## src/verilog/tmm_pkg.sv

```systemverilog
// Function
// - Clock source 0 stops, 1 counts each clock, 2..5 divide by 8/64/256/1024
// - Source 6 counts falling, 7 rising external edges, synchronised first
// - External pin edges count even while that pin is driven as output
// - Software reads and writes the 8-bit count, a write replaces it
// - A count write suppresses the compare match on the next timer tick
// - Compare value is compared on each timer tick; a match feeds irq and waveform
// - Mask bit 7, global enable and compare flag together raise compare irq
// - Mask bit 6, global enable and overflow flag together raise overflow irq
// - Flag bit 7 sets on match, clears by vector ack or written one
// - Flag bit 6 sets on overflow, clears by vector ack or written one
// - Phase correct mode sets overflow on direction change at zero
// - Shared pin takes compare outputs when either mode field is nonzero
// - Both compare outputs enabled turns the modulator on automatically
// - Active modulator combines both compare outputs by AND or OR
// - Direction bit alone decides whether the shared pin is driven
// - Modulator inputs are 16-bit channel C and the 8-bit compare output
// - Modulator is unavailable in legacy compatibility mode
package tmm_pkg;

	localparam logic [4:0] TMM_OFS_COUNT   = 5'h00;
	localparam logic [4:0] TMM_OFS_COMPARE = 5'h04;
	localparam logic [4:0] TMM_OFS_MASK    = 5'h08;
	localparam logic [4:0] TMM_OFS_FLAGS   = 5'h0c;
	localparam logic [4:0] TMM_OFS_CTRL    = 5'h10;
	localparam logic [4:0] TMM_OFS_PIN     = 5'h14;

	localparam int TMM_BIT_CMP      = 7;
	localparam int TMM_BIT_OVF      = 6;
	localparam int TMM_BIT_PIN_DATA = 0;
	localparam int TMM_BIT_PIN_DIR  = 1;

	localparam logic [7:0] TMM_RST_COUNT   = 8'h00;
	localparam logic [7:0] TMM_RST_COMPARE = 8'h00;
	localparam logic [7:0] TMM_RST_MASK    = 8'h00;
	localparam logic [2:0] TMM_RST_CTRL    = 3'h0;
	localparam logic [7:0] TMM_COUNT_MAX   = 8'hff;

	localparam logic [2:0] TMM_CS_STOP = 3'h0;
	localparam logic [2:0] TMM_CS_DIV1 = 3'h1;
	localparam logic [2:0] TMM_CS_D8   = 3'h2;
	localparam logic [2:0] TMM_CS_D64  = 3'h3;
	localparam logic [2:0] TMM_CS_D256 = 3'h4;
	localparam logic [2:0] TMM_CS_D1K  = 3'h5;
	localparam logic [2:0] TMM_CS_FALL = 3'h6;
	localparam logic [2:0] TMM_CS_RISE = 3'h7;

	localparam logic [9:0] TMM_PRE_M8   = 10'h007;
	localparam logic [9:0] TMM_PRE_M64  = 10'h03f;
	localparam logic [9:0] TMM_PRE_M256 = 10'h0ff;
	localparam logic [9:0] TMM_PRE_M1K  = 10'h3ff;

	typedef enum logic [1:0]
	{
		TMM_IDLE = 2'b01,
		TMM_ACK  = 2'b10
	} tmm_bus_state_t;

	typedef struct packed
	{
		logic compare_match;
		logic overflow;
	} tmm_events_t;

	typedef struct packed
	{
		logic [1:0] mode_16bit_c;
		logic [1:0] mode_8bit;
	} tmm_modes_t;

endpackage

```

## src/verilog/tmm_timer.sv

```systemverilog
// Chosen here: the address map and the Avalon-MM slave port.
`timescale 1ns/1ps
module tmm_timer
(
	// Clock, reset, enable
	input  wire logic                 ref_clk,
	input  wire logic                 rst,
	input  wire logic                 clk_en,
	// Avalon-MM slave
	input  wire logic [4:0]           avs_address,
	input  wire logic                 avs_read,
	input  wire logic                 avs_write,
	input  wire logic [31:0]          avs_writedata,
	input  wire logic [3:0]           avs_byteenable,
	output logic      [31:0]          avs_readdata,
	output logic                      avs_waitrequest,
	// Cpu side
	input  wire logic                 global_irq_enable,
	input  wire logic                 compare_vector_ack,
	input  wire logic                 overflow_vector_ack,
	input  wire logic                 legacy_mode,
	output logic                      compare_irq,
	output logic                      overflow_irq,
	// Waveform unit side
	input  wire logic                 phase_correct_mode,
	input  wire tmm_pkg::tmm_modes_t  compare_output_mode,
	input  wire logic                 carrier_compare_output,
	input  wire logic                 modulating_compare_output,
	output tmm_pkg::tmm_events_t      timer_events,
	// Pins
	input  wire logic                 external_count_input,
	output logic                      shared_output_pin,
	output logic                      shared_output_pin_oe
);

	tmm_pkg::tmm_bus_state_t bus_state_r;
	logic [7:0]              count_value_r;
	logic [7:0]              compare_value_r;
	logic [7:0]              timer_irq_mask_r;
	logic                    compare_match_flag_r;
	logic                    overflow_flag_r;
	logic [2:0]              clock_source_select_r;
	logic                    shared_pin_data_bit_r;
	logic                    shared_pin_direction_bit_r;
	logic [9:0]              prescale_r;
	logic                    ext_sync1_r;
	logic                    ext_sync2_r;
	logic                    ext_prev_r;
	logic                    count_down_r;
	logic                    block_match_r;

	logic                    acc_write;
	logic                    wr_lo;
	logic                    count_wr;
	logic                    flags_wr;
	logic                    tick;
	logic                    match;
	logic                    wrap;
	logic                    reverse_zero;
	logic                    overflow;
	logic [7:0]              count_nxt;
	logic [31:0]             read_mux;
	logic                    cmp_en;
	logic                    mod_en;
	logic                    modulator_on;
	logic                    pin_nxt;

	assign acc_write = avs_write && (bus_state_r == tmm_pkg::TMM_ACK);
	assign wr_lo     = acc_write && avs_byteenable[0];
	assign count_wr  = wr_lo && (avs_address == tmm_pkg::TMM_OFS_COUNT);
	assign flags_wr  = wr_lo && (avs_address == tmm_pkg::TMM_OFS_FLAGS);

	// Bus handshake, one wait cycle
	always_ff @(posedge ref_clk or posedge rst)
	begin
		if (rst)
		begin
			bus_state_r     <= tmm_pkg::TMM_IDLE;
			avs_waitrequest <= 1'b1;
		end
		else if (clk_en)
		begin
			case (bus_state_r)
				tmm_pkg::TMM_IDLE:
				begin
					if (avs_read || avs_write)
					begin
						bus_state_r     <= tmm_pkg::TMM_ACK;
						avs_waitrequest <= 1'b0;
					end
				end
				tmm_pkg::TMM_ACK:
				begin
					bus_state_r     <= tmm_pkg::TMM_IDLE;
					avs_waitrequest <= 1'b1;
				end
				default:
				begin
					bus_state_r     <= tmm_pkg::TMM_IDLE;
					avs_waitrequest <= 1'b1;
				end
			endcase
		end
	end

	always_comb
	begin
		read_mux = 32'h0000_0000;
		case (avs_address)
			tmm_pkg::TMM_OFS_COUNT:   read_mux[7:0] = count_value_r;
			tmm_pkg::TMM_OFS_COMPARE: read_mux[7:0] = compare_value_r;
			tmm_pkg::TMM_OFS_MASK:    read_mux[7:0] = timer_irq_mask_r;
			tmm_pkg::TMM_OFS_FLAGS:
			begin
				read_mux[tmm_pkg::TMM_BIT_CMP] = compare_match_flag_r;
				read_mux[tmm_pkg::TMM_BIT_OVF] = overflow_flag_r;
			end
			tmm_pkg::TMM_OFS_CTRL:    read_mux[2:0] = clock_source_select_r;
			tmm_pkg::TMM_OFS_PIN:
			begin
				read_mux[tmm_pkg::TMM_BIT_PIN_DATA] = shared_pin_data_bit_r;
				read_mux[tmm_pkg::TMM_BIT_PIN_DIR]  = shared_pin_direction_bit_r;
			end
			default:                  read_mux = 32'h0000_0000;
		endcase
	end

	always_ff @(posedge ref_clk or posedge rst)
	begin
		if (rst)
		begin
			avs_readdata <= 32'h0000_0000;
		end
		else if (clk_en && (bus_state_r == tmm_pkg::TMM_IDLE) && avs_read)
		begin
			avs_readdata <= read_mux;
		end
	end

	// Configuration registers
	always_ff @(posedge ref_clk or posedge rst)
	begin
		if (rst)
		begin
			compare_value_r            <= tmm_pkg::TMM_RST_COMPARE;
			timer_irq_mask_r           <= tmm_pkg::TMM_RST_MASK;
			clock_source_select_r      <= tmm_pkg::TMM_RST_CTRL;
			shared_pin_data_bit_r      <= 1'b0;
			shared_pin_direction_bit_r <= 1'b0;
		end
		else if (clk_en && wr_lo)
		begin
			case (avs_address)
				tmm_pkg::TMM_OFS_COMPARE:
				begin
					compare_value_r <= avs_writedata[7:0];
				end
				tmm_pkg::TMM_OFS_MASK:
				begin
					timer_irq_mask_r <= avs_writedata[7:0];
				end
				tmm_pkg::TMM_OFS_CTRL:
				begin
					clock_source_select_r <= avs_writedata[2:0];
				end
				tmm_pkg::TMM_OFS_PIN:
				begin
					shared_pin_data_bit_r      <= avs_writedata[tmm_pkg::TMM_BIT_PIN_DATA];
					shared_pin_direction_bit_r <= avs_writedata[tmm_pkg::TMM_BIT_PIN_DIR];
				end
				default:
				begin
					compare_value_r <= compare_value_r;
				end
			endcase
		end
	end

	// Prescaler
	always_ff @(posedge ref_clk or posedge rst)
	begin
		if (rst)
		begin
			prescale_r <= 10'h000;
		end
		else if (clk_en)
		begin
			prescale_r <= prescale_r + 10'h001;
		end
	end

	always_ff @(posedge ref_clk or posedge rst)
	begin
		if (rst)
		begin
			ext_sync1_r <= 1'b0;
			ext_sync2_r <= 1'b0;
			ext_prev_r  <= 1'b0;
		end
		else if (clk_en)
		begin
			ext_sync1_r <= external_count_input;
			ext_sync2_r <= ext_sync1_r;
			ext_prev_r  <= ext_sync2_r;
		end
	end

	always_comb
	begin
		tick = 1'b0;
		case (clock_source_select_r)
			tmm_pkg::TMM_CS_STOP: tick = 1'b0;
			tmm_pkg::TMM_CS_DIV1: tick = 1'b1;
			tmm_pkg::TMM_CS_D8:   tick = (prescale_r[2:0] == tmm_pkg::TMM_PRE_M8[2:0]);
			tmm_pkg::TMM_CS_D64:  tick = (prescale_r[5:0] == tmm_pkg::TMM_PRE_M64[5:0]);
			tmm_pkg::TMM_CS_D256: tick = (prescale_r[7:0] == tmm_pkg::TMM_PRE_M256[7:0]);
			tmm_pkg::TMM_CS_D1K:  tick = (prescale_r == tmm_pkg::TMM_PRE_M1K);
			tmm_pkg::TMM_CS_FALL: tick = ext_prev_r && !ext_sync2_r;
			tmm_pkg::TMM_CS_RISE: tick = !ext_prev_r && ext_sync2_r;
			default:              tick = 1'b0;
		endcase
	end

	assign match = tick && (count_value_r == compare_value_r) && !block_match_r;

	assign wrap         = !phase_correct_mode && (count_value_r == tmm_pkg::TMM_COUNT_MAX);
	assign reverse_zero = phase_correct_mode && count_down_r && (count_value_r == 8'h00);
	assign overflow     = tick && (wrap || reverse_zero);

	always_comb
	begin
		count_nxt = count_value_r + 8'h01;
		if (phase_correct_mode && (count_down_r || count_value_r == tmm_pkg::TMM_COUNT_MAX)
			&& !reverse_zero)
		begin
			count_nxt = count_value_r - 8'h01;
		end
	end

	always_ff @(posedge ref_clk or posedge rst)
	begin
		if (rst)
		begin
			count_value_r <= tmm_pkg::TMM_RST_COUNT;
			count_down_r  <= 1'b0;
		end
		else if (clk_en)
		begin
			if (count_wr)
			begin
				count_value_r <= avs_writedata[7:0];
			end
			else if (tick)
			begin
				count_value_r <= count_nxt;
				if (!phase_correct_mode || reverse_zero)
				begin
					count_down_r <= 1'b0;
				end
				else if (count_value_r == tmm_pkg::TMM_COUNT_MAX)
				begin
					count_down_r <= 1'b1;
				end
			end
		end
	end

	always_ff @(posedge ref_clk or posedge rst)
	begin
		if (rst)
		begin
			block_match_r <= 1'b0;
		end
		else if (clk_en)
		begin
			if (count_wr)
			begin
				block_match_r <= 1'b1;
			end
			else if (tick)
			begin
				block_match_r <= 1'b0;
			end
		end
	end

	// Flags, a set beats a clear
	always_ff @(posedge ref_clk or posedge rst)
	begin
		if (rst)
		begin
			compare_match_flag_r <= 1'b0;
			overflow_flag_r      <= 1'b0;
		end
		else if (clk_en)
		begin
			if (match)
			begin
				compare_match_flag_r <= 1'b1;
			end
			else if (compare_vector_ack || (flags_wr && avs_writedata[tmm_pkg::TMM_BIT_CMP]))
			begin
				compare_match_flag_r <= 1'b0;
			end
			if (overflow)
			begin
				overflow_flag_r <= 1'b1;
			end
			else if (overflow_vector_ack || (flags_wr && avs_writedata[tmm_pkg::TMM_BIT_OVF]))
			begin
				overflow_flag_r <= 1'b0;
			end
		end
	end

	// Interrupt requests and waveform events
	always_ff @(posedge ref_clk or posedge rst)
	begin
		if (rst)
		begin
			compare_irq  <= 1'b0;
			overflow_irq <= 1'b0;
			timer_events <= '0;
		end
		else if (clk_en)
		begin
			compare_irq  <= compare_match_flag_r && timer_irq_mask_r[tmm_pkg::TMM_BIT_CMP]
				&& global_irq_enable;
			overflow_irq <= overflow_flag_r && timer_irq_mask_r[tmm_pkg::TMM_BIT_OVF]
				&& global_irq_enable;
			timer_events.compare_match <= match;
			timer_events.overflow      <= overflow;
		end
	end

	assign cmp_en = (compare_output_mode.mode_8bit != 2'b00);
	assign mod_en = (compare_output_mode.mode_16bit_c != 2'b00);
	assign modulator_on = cmp_en && mod_en && !legacy_mode;

	always_comb
	begin
		pin_nxt = shared_pin_data_bit_r;
		if (modulator_on)
		begin
			pin_nxt = shared_pin_data_bit_r ?
				(carrier_compare_output || modulating_compare_output) :
				(carrier_compare_output && modulating_compare_output);
		end
		else if (cmp_en)
		begin
			pin_nxt = carrier_compare_output;
		end
		else if (mod_en)
		begin
			pin_nxt = modulating_compare_output;
		end
	end

	always_ff @(posedge ref_clk or posedge rst)
	begin
		if (rst)
		begin
			shared_output_pin    <= 1'b0;
			shared_output_pin_oe <= 1'b0;
		end
		else if (clk_en)
		begin
			shared_output_pin    <= pin_nxt;
			shared_output_pin_oe <= shared_pin_direction_bit_r;
		end
	end

endmodule

```

## config.mk

```make
export PLATFORM = sky130hd
export DESIGN_NAME = tmm_timer
export DESIGN_NICKNAME = d
export VERILOG_FILES = /design/src/verilog/tmm_pkg.sv /design/src/verilog/tmm_timer.sv
export SDC_FILE = /design/constraint.sdc
export NUM_CORES = 1
export LEC_CHECK = 0
export ABC_CLOCK_PERIOD_IN_PS = 3650
export BUFFER_PORTS_ARGS = -buffer_cell sky130_fd_sc_hd__buf_2
export CAP_MARGIN = 5
export CORE_ASPECT_RATIO = 0.75
export CORE_MARGIN = 3
export CORE_UTILIZATION = 50
export DETAILED_ROUTE_END_ITERATION = 10
export GPL_TIMING_DRIVEN = 0
export PLACE_DENSITY = 0.75
export SLEW_MARGIN = 20
export SYNTH_ARGS = -nofsm -noshare
export SYNTH_HDL_FRONTEND = slang
export SYNTH_SLANG_ARGS = --single-unit
```

## constraint.sdc

```tcl
create_clock -name ref_clk -period 3.65 [get_ports ref_clk]
set_input_delay 0.365 -clock ref_clk [delete_from_list [all_inputs] [get_ports ref_clk]]
set_output_delay 0.365 -clock ref_clk [all_outputs]
set_load 0.05 [all_outputs]
```

==> out/results.tsv, run 1 <==
metric	value	unit
outcome	complete, no violations	
leakage dissipation	2.09	nW
Multi-input gate area	0.00183	mm²
Primary FF master, synth	dfrtp_1	
drc violations	0	
CTS buffer count	9	
count of different cell masters after synthesis	59	
vias in the first global route	2721	
commonest non-fill, non-tap cell in the layout	dfrtp_1	
met3 routed WL	549	µm
Slew Viols, Final	0	
Sum Neg Setup Slack	0	ns
crit path kind	flop to flop	
M1 wire length	3610	µm
synthesized cell area	0.00357	mm²
router iterations before antenna repair	4	
sequential share of power	46.3	%
Root Driver	clkbuf_8	
Critical Path RT	3.88	ns
Final nets	491	
pin count of the biggest net entering global routing	45	
fillcell total	565	
CTS clk-pin slew, worst paths	0.07	ns
placement-stage worst setup slack	0.674	ns
fin crit period	2.99	ns
fraction of registers with async set/reset	100	%
vias per cell	5.26	
synthesized area per cell	10.4	µm²
sequential cell area	0.00155	mm²
Final period util	82.0	%
endpoint type of the worst setup path	flop	
P&R area growth vs syn	18.9	%
yosys warns	0	
wire per inst	15.2	µm
Pint	0.00124	W
die area	0.00821	mm²
crit path DAT	3.23	ns
FF+latch count, synth	62	
HPWL after detailed placement	6080	µm
worst-case clock buffer depth	2	
Power Dens Cells	420	mW/mm²
via count	2772	
die width	104	µm
clk sinks	62	
sw power	0.000546	W
most frequent cells in the layout	61 x dfrtp_1, 47 x buf_2, 27 x mux2_2, 25 x buf_4	
H-tree depth	3	
Post-synth EDFFs	0	
Final Hold Violating Endpoints	0	
gpl congestion	0.897	
Fmax	334	MHz
startpoint type of the worst setup path	flop	
unrepaired setup endpoints after global routing	false	
ratio of cells with drive above 1 in the final layout	32.2	%
register-to-register setup slack	0.66	ns
core area	0.00686	mm²
final worst slack	0.658	ns
Site Rows	26	
ANT nets after route	0	
Post-Synthesis Cells	343	
endpoints failing setup	0	
DR top layer	met5	
skew final	0.00964	ns
worst-skew pair later-pin latency	0.34	ns
clock share of power	34.9	%
Max FO, Critical Path	6	
actual slew at the worst max-slew pin	0.919	ns
combinational share of power	18.7	%
initial antenna violation count	1	
VDD IR max	0.263	mV
Min-Delay Path Class	primary input to flop	
Port Buffers	45	
die height	79.2	µm
sequential-to-total area share from yosys stat	43.5	%
metal2 WL	3720	µm
Tot GR Track Use	20.9	%
First DRT Iteration DRCs	151	
wire length of the first global-routing pass	13600	µm
total gr overflow	0	
switching part of the total	30.6	%
Initial Utilization	52.0	%
Rel. slew slack	38.2	%
antenna diode count	0	
CTS tree	built	
max-cap viol count	0	
Routed WL	8020	µm
I/O Pins	97	
synthesized netlist by cell type, drive strengths merged (8+ instances only):
library cell | count | share of area [%]
nand2 | 25 | 2.7
a21oi | 15 | 2.1
dfrtp | 61 | 43
nand4 | 11 | 2.1
ha | 8 | 2.8
inv | 16 | 1.7
mux2i | 9 | 2.5
buf | 28 | 5.6
o21ai | 25 | 3.7
xnor2 | 12 | 2.9
nor2 | 18 | 1.9
mux2 | 27 | 8.5
per-layer routing:
| metal | GRT usage (%) | up-vias |
|---|---|---|
| li1 | - | 1352 |
| met1 | 28.3 | 1322 |
| met2 | 32.6 | 80 |
| met3 | 5.77 | 16 |
| met4 | 7.44 | 2 |
| met5 | 0 | - |
power by group through the flow:
stage          Clock (W)  Combinational [W]  Sequential [W]
2_1_floorplan          0           0.000239        0.000845
3_3_place_gp           0           0.000322        0.000834
3_5_place_dp           0           0.000334        0.000838
4_1_cts         0.000639           0.000336        0.000825
5_1_grt         0.000669           0.000376        0.000838
6_report        0.000623           0.000334        0.000826
logic make-up (layout without fill, tap and decap cells):
| logic type | Yosys count | count (layout) | share of synthesized area, % |
|---|---|---|---|
| AND/OR/NAND/NOR | 96 | 96 | 15.2 |
| AO/OA/AOI/OAI | 69 | 69 | 13.1 |
| flip-flops | 62 | 62 | 43.5 |
| buffers and inverters | 49 | 112 | 7.85 |
| multiplexers | 38 | 38 | 12.3 |
| XOR/XNOR | 19 | 19 | 4.66 |
| adder cells (fa/ha/maj) | 9 | 9 | 3.36 |
| other | 1 | 24 | 0.105 |
layout make-up:
cell class,count,area share [%]
clock inverter,5,1.35
inverter,16,1.47
timing repair buffer,47,6.01
buffer,33,5.18
sequential,62,36.6
tap,98,2.89
multi-input combinational,255,43.0
clock buffer,11,3.56
per-stage QoR:
step | utilization (%) | cell area, µm² | hold slack [ns] | power, W | instances
after floorplan | - | 3660 | 0.445 | 0.00108 | 366
after global placement | 58.4 | 4010 | 0.459 | 0.00116 | 509
after detailed placement | 58.7 | 4030 | 0.320 | 0.00117 | 510
after CTS | 61.9 | 4250 | 0.237 | 0.00180 | 527
after global routing | 61.9 | 4250 | 0.256 | 0.00188 | 527
final | 61.9 | 4250 | 0.253 | 0.00178 | 527
critical path, stage by stage (launching register included):
cell and delay [ns]:
dfrtp_1 0.47, nor4_2 0.42, nand3_1 0.14, o211ai_2 0.14
inv_1 0.18, ha_1 0.35, nor2b_1 0.17, o31a_1 0.27
o21ai_0 0.15, nand2b_1 0.09, and3_1 0.20, o41ai_2 0.30
what timing repair did:
action | in CTS | in global routing
setup buffers | 0 | 0
hold endpoints to repair | 18 | 0
resized for setup | 0 | 0
hold buffers | 1 | 0
sequential cells by signal (all words and copies together), names as in the netlist, 2 cells and up:
name                   count
count_value_r              8
timer_events               2
compare_value_r            8
avs_readdata               8
bus_state_r                2
prescale_r                10
timer_irq_mask_r           8
clock_source_select_r      3
path summary, 6_finish.rpt:
| kind | start | end | cells after the start |
|---|---|---|---|
| worst max-delay path | count_value_r[4] | count_value_r[6] | 11 |
| worst max register to register | count_value_r[4] | count_value_r[6] | 11 |
| worst min register to register | avs_readdata[4] | avs_readdata[4] | 2 |
| min in group asynchronous | rst | avs_readdata[4] | 3 |
| max in group asynchronous | rst | bus_state_r[0] | 4 |
| worst min-delay path | external_count_input | ext_sync1_r | 2 |
Power figures use the tool's default switching activity.
==> run 2, diff against run 1 <==
- ABC_CLOCK_PERIOD_IN_PS: 3650 -> 3000
- clock period: 3.65 -> 3 ns (I/O delays scaled with it)
==> run 2 against run 1 <==
  * Global-route usage is the same
  * Highest routed layer unchanged
  * Non-clock buffer count is 5 higher
  * Largest power group unchanged
  * Design area increased by 2.4%
==> out/results.tsv, run 2 (same netlist as run 1, synthesis figures left out) <==
metric	value	unit
HPWL after detailed placement	6080	µm
endpoints failing setup	0	
vias in the first global route	2721	
Slew Viols, Final	0	
CTS tree	built	
crit path DAT	3.07	ns
Final period util	93.3	%
Final Instance Area	0.00435	mm²
crit path kind	flop to flop	
router iterations before antenna repair	4	
commonest non-fill, non-tap cell in the layout	dfrtp_1	
gpl congestion	0.897	
Fmax	357	MHz
wire length of the first global-routing pass	13600	µm
largest reg by FF count	prescale_r	
Site Rows	26	
Power Dens Cells	502	mW/mm²
die height	79.2	µm
P&R area growth vs syn	21.7	%
worst-case clock buffer depth	2	
met3 routed WL	502	µm
hold_ws	0.186	ns
ratio of cells with drive above 1 in the final layout	34.8	%
via count	2820	
Min-Delay Path Class	primary input to flop	
leakage dissipation	2.10	nW
First DRT Iteration DRCs	186	
Port Buffers	45	
skew final	0.00877	ns
H-tree depth	3	
M1 wire length	3590	µm
max FFs per register	10	
Post-Layout Cell Count	532	
Initial Utilization	52.0	%
drc violations	0	
Area after DPL	0.00403	mm²
Final nets	496	
vias per cell	5.30	
die area	0.00821	mm²
Routed WL	8090	µm
CTS clk-pin slew, worst paths	0.07	ns
Critical Path RT	3.27	ns
antenna diode count	0	
wire per inst	15.2	µm
endpoint type of the worst setup path	flop	
clk sinks	62	
DR top layer	met5	
Sum Neg Setup Slack	0	ns
fin crit period	2.80	ns
Final Hold Violating Endpoints	0	
core area	0.00686	mm²
die width	104	µm
total gr overflow	0	
placement-stage worst setup slack	0.0242	ns
worst-skew pair later-pin latency	0.34	ns
most frequent cells in the layout	58 x dfrtp_1, 47 x buf_2, 30 x buf_4, 27 x mux2_2	
VDD IR max	0.320	mV
initial antenna violation count	1	
pin count of the biggest net entering global routing	45	
final worst slack	0.200	ns
outcome	complete, no violations	
Max FO, Critical Path	6	
I/O Pins	97	
actual slew at the worst max-slew pin	0.801	ns
CTS buffer count	9	
Rel. slew slack	46.1	%
ANT nets after route	0	
max-cap viol count	0	
metal2 WL	3850	µm
startpoint type of the worst setup path	flop	
Inst Count DP	510	
Tot GR Track Use	20.9	%
Root Driver	clkbuf_8	
-- run 2: cell count changes in the layout (fill, tap and decap cells not counted), moves of 2 or more --
cell / delta
buf_4: +5
ha_4: +3
dfrtp_2: +3
nor4_2: -2
nor4_4: +2
dfrtp_1: -3
ha_1: -3
-- run 2: worst max-delay path: stages (launching register included) --
cell and delay (ns):
dfrtp_2 0.47, nor4_4 0.35, nand3_1 0.13, o211ai_2 0.14, inv_2 0.16, ha_1 0.35, or3_1 0.39, o211ai_1 0.12
xnor2_1 0.12, or4_1 0.41, nand3_1 0.09
-- run 2: worst paths after layout --
check / start / to / slack [ns] / cells after the start
hold / removal: external_count_input / ext_sync1_r / 0.19 / 2
setup / recovery: count_value_r[7] / count_value_r[7] / 0.20 / 10
min in group asynchronous: rst / compare_irq / 0.44 / 3
hold reg to reg: avs_readdata[4] / avs_readdata[4] / 0.48 / 2
setup reg to reg: count_value_r[7] / count_value_r[7] / 0.20 / 10
max in group asynchronous: rst / bus_state_r[0] / 2.02 / 4
-- run 2: repair_timing --
action / CTS / global route
hold endpoints to repair: 18 / 0
setup buffers: 0 / 5
gates resized for setup: 0 / 10
hold buffers: 1 / 0
endpoints found under the setup margin: 0 / 2
-- run 2: layout make-up --
cell class / instances / area [µm²]
well taps: 98 / 123
inverters: 16 / 62.6
fillers: 558 / 2520
clock buffers: 11 / 151
plain buffers: 33 / 220
repair buffers: 52 / 293
flip-flops and latches: 62 / 1560
clock inverters: 5 / 57.6
multi-input cells: 255 / 1880
-- run 2: where the power goes --
group	total, W	internal, W	switching [W]
Clock	0.000762	0.000427	0.000335
Combinational	0.000413	0.000168	0.000245
Sequential	0.00101	0.000917	0.0000929
Total	0.00218	0.00151	0.000673
-- run 2: per-stage QoR --
step	power, W	util (%)
3_5_place_dp	0.00143	58.7
4_1_cts	0.00219	61.9
3_3_place_gp	0.00141	58.4
5_1_grt	0.00230	63.3
2_1_floorplan	0.00132	-
6_report	0.00218	63.3
-- run 2: metal layers --
layer / track usage (%) / vias to the layer above
met5: 0 / -
met4: 7.44 / 2
met3: 5.77 / 16
met2: 32.6 / 84
met1: 28.3 / 1360
li1: - / 1358
==> run 3, diff against run 2 <==
- CORE_MARGIN: 3 -> 10
==> run 3 against run 2 <==
  * Design area decreased by 0.83%
  * Register-to-register slack about the same
  * Sequential power about the same
  * Hold slack got worse by 0.015 ns
  * Clock power increased by 6.2%
  * Combinational power increased by 2%
  * Via count increased by 2.2%
  * Critical path type unchanged
  * Clock skew increased by 0.0013 ns
  * Critical endpoint unchanged
  * Critical path depth increased by 1
  * Sequential share of layout area increased by 0.33 points
==> out/results.tsv, run 3 (same netlist as run 1, synthesis figures left out) <==
metric	value	unit
CTS tree	built	
P&R area growth vs syn	20.7	%
Sum Neg Setup Slack	0	ns
die width	118	µm
Final period util	93.0	%
Final Hold Violating Endpoints	0	
ratio of cells with drive above 1 in the final layout	33.6	%
vias per cell	5.44	
pin count of the biggest net entering global routing	43	
die area	0.0110	mm²
gpl congestion	0.861	
Slew Viols, Final	0	
Root Driver	clkbuf_8	
die height	93.2	µm
initial antenna violation count	0	
core area	0.00686	mm²
Fmax	359	MHz
HPWL after detailed placement	6780	µm
antenna diode count	0	
Site Rows	26	
CTS clk-pin slew, worst paths	0.07	ns
crit path kind	flop to flop	
Initial Utilization	52.0	%
max FFs per register	10	
largest reg by FF count	prescale_r	
Final nets	494	
Routed WL	8840	µm
endpoints failing setup	0	
clk sinks	62	
router iterations before antenna repair	4	
Post-Layout Cell Count	530	
actual slew at the worst max-slew pin	0.880	ns
crit path DAT	3.07	ns
I/O Pins	97	
max-cap viol count	0	
Min-Delay Path Class	primary input to flop	
endpoint type of the worst setup path	flop	
Util after Layout	62.8	%
worst-case clock buffer depth	2	
wire per inst	16.7	µm
total gr overflow	0	
most frequent cells in the layout	57 x dfrtp_1, 47 x buf_2, 28 x buf_4, 27 x mux2_2	
unrepaired setup endpoints after global routing	false	
ANT nets after route	0	
Tot GR Track Use	16.4	%
via count	2881	
drc violations	0	
startpoint type of the worst setup path	flop	
leakage dissipation	2.11	nW
fillcell total	548	
wire length of the first global-routing pass	14800	µm
worst-skew pair later-pin latency	0.35	ns
Rel. slew slack	40.8	%
vias in the first global route	2959	
Max FO, Critical Path	6	
skew final	0.0101	ns
First DRT Iteration DRCs	213	
hold_ws	0.171	ns
fin crit period	2.79	ns
Critical Path RT	3.28	ns
Port Buffers	45	
outcome	complete, no violations	
CTS buffer count	9	
Power Dens Cells	520	mW/mm²
commonest non-fill, non-tap cell in the layout	dfrtp_1	
VDD IR max	0.344	mV
Inst Count DP	510	
H-tree depth	3	
run 3: cell types whose count changed in the layout (fill, tap and decap cells not counted), sizes merged:
| cell | change |
|---|---|
| bufinv | +1 |
| clkinvlp | -3 |
| clkinv | +1 |
| buf | -2 |
| clkbuf | +1 |
run 3: metrics by stage:
stage	power (W)	setup WS [ns]	cell area [µm²]
3_5_place_dp	0.00143	-0.0112	4030
3_3_place_gp	0.00141	0.0942	4010
2_1_floorplan	0.00132	0.379	3660
4_1_cts	0.00224	0.0197	4260
5_1_grt	0.00235	0.00341	4310
6_report	0.00224	0.211	4310
run 3: report_power, final:
group | internal [W] | switching [W]
clock | 0.000488 | 0.000321
combinational | 0.000168 | 0.000252
sequential | 0.000918 | 0.0000954
total | 0.00157 | 0.000669
run 3: what timing repair did:
item                                    CTS  global route
pin swaps                                 0             1
buffers inserted                          0             3
hold buffers                              1             0
gates cloned                              0             0
hold endpoints to repair                 20             0
endpoints found under the setup margin    1             2
resized for setup                         1             7
run 3: area by class of cell:
| cell class | instances | area, µm² | share of cell area (%) |
|---|---|---|---|
| Buffer | 33 | 220 | 5.11 |
| Clock buffer | 12 | 145 | 3.37 |
| Sequential cell | 62 | 1560 | 36.1 |
| Inverter | 16 | 62.6 | 1.45 |
| Clock inverter | 4 | 70.1 | 1.63 |
| Multi-Input combinational cell | 255 | 1860 | 43.0 |
| Timing Repair Buffer | 50 | 278 | 6.44 |
| Tap cell | 98 | 123 | 2.84 |
run 3: worst max-delay path: stages (launching register included):
cell and delay [ns]:
dfrtp_1 0.48, nor4_4 0.31, nand3_1 0.14, o211ai_2 0.14, inv_2 0.15, ha_1 0.31, a21oi_1 0.28, o2111ai_1 0.18
o211ai_1 0.13, xnor2_1 0.11, or4_1 0.41, nand3_1 0.09
run 3: worst paths after layout:
kind / from / to / slack (ns) / cells after the start
max: count_value_r[6] / count_value_r[7] / 0.21 / 11
min: external_count_input / ext_sync1_r / 0.17 / 2
max reg2reg: count_value_r[6] / count_value_r[7] / 0.21 / 11
min reg2reg: avs_readdata[0] / avs_readdata[0] / 0.48 / 2
max in group asynchronous: rst / bus_state_r[0] / 2.03 / 4
min in group asynchronous: rst / overflow_irq / 0.43 / 3
run 3: metal layers:
metal  global-route usage, %  vias to the layer above  share of wire (%)
li1                        -                     1353                  -
met1                    20.0                     1417                 43
met2                    27.1                       95                 48
met3                    5.17                       16                7.6
met4                    5.95                        0                1.5
met5                       0                        -                  0
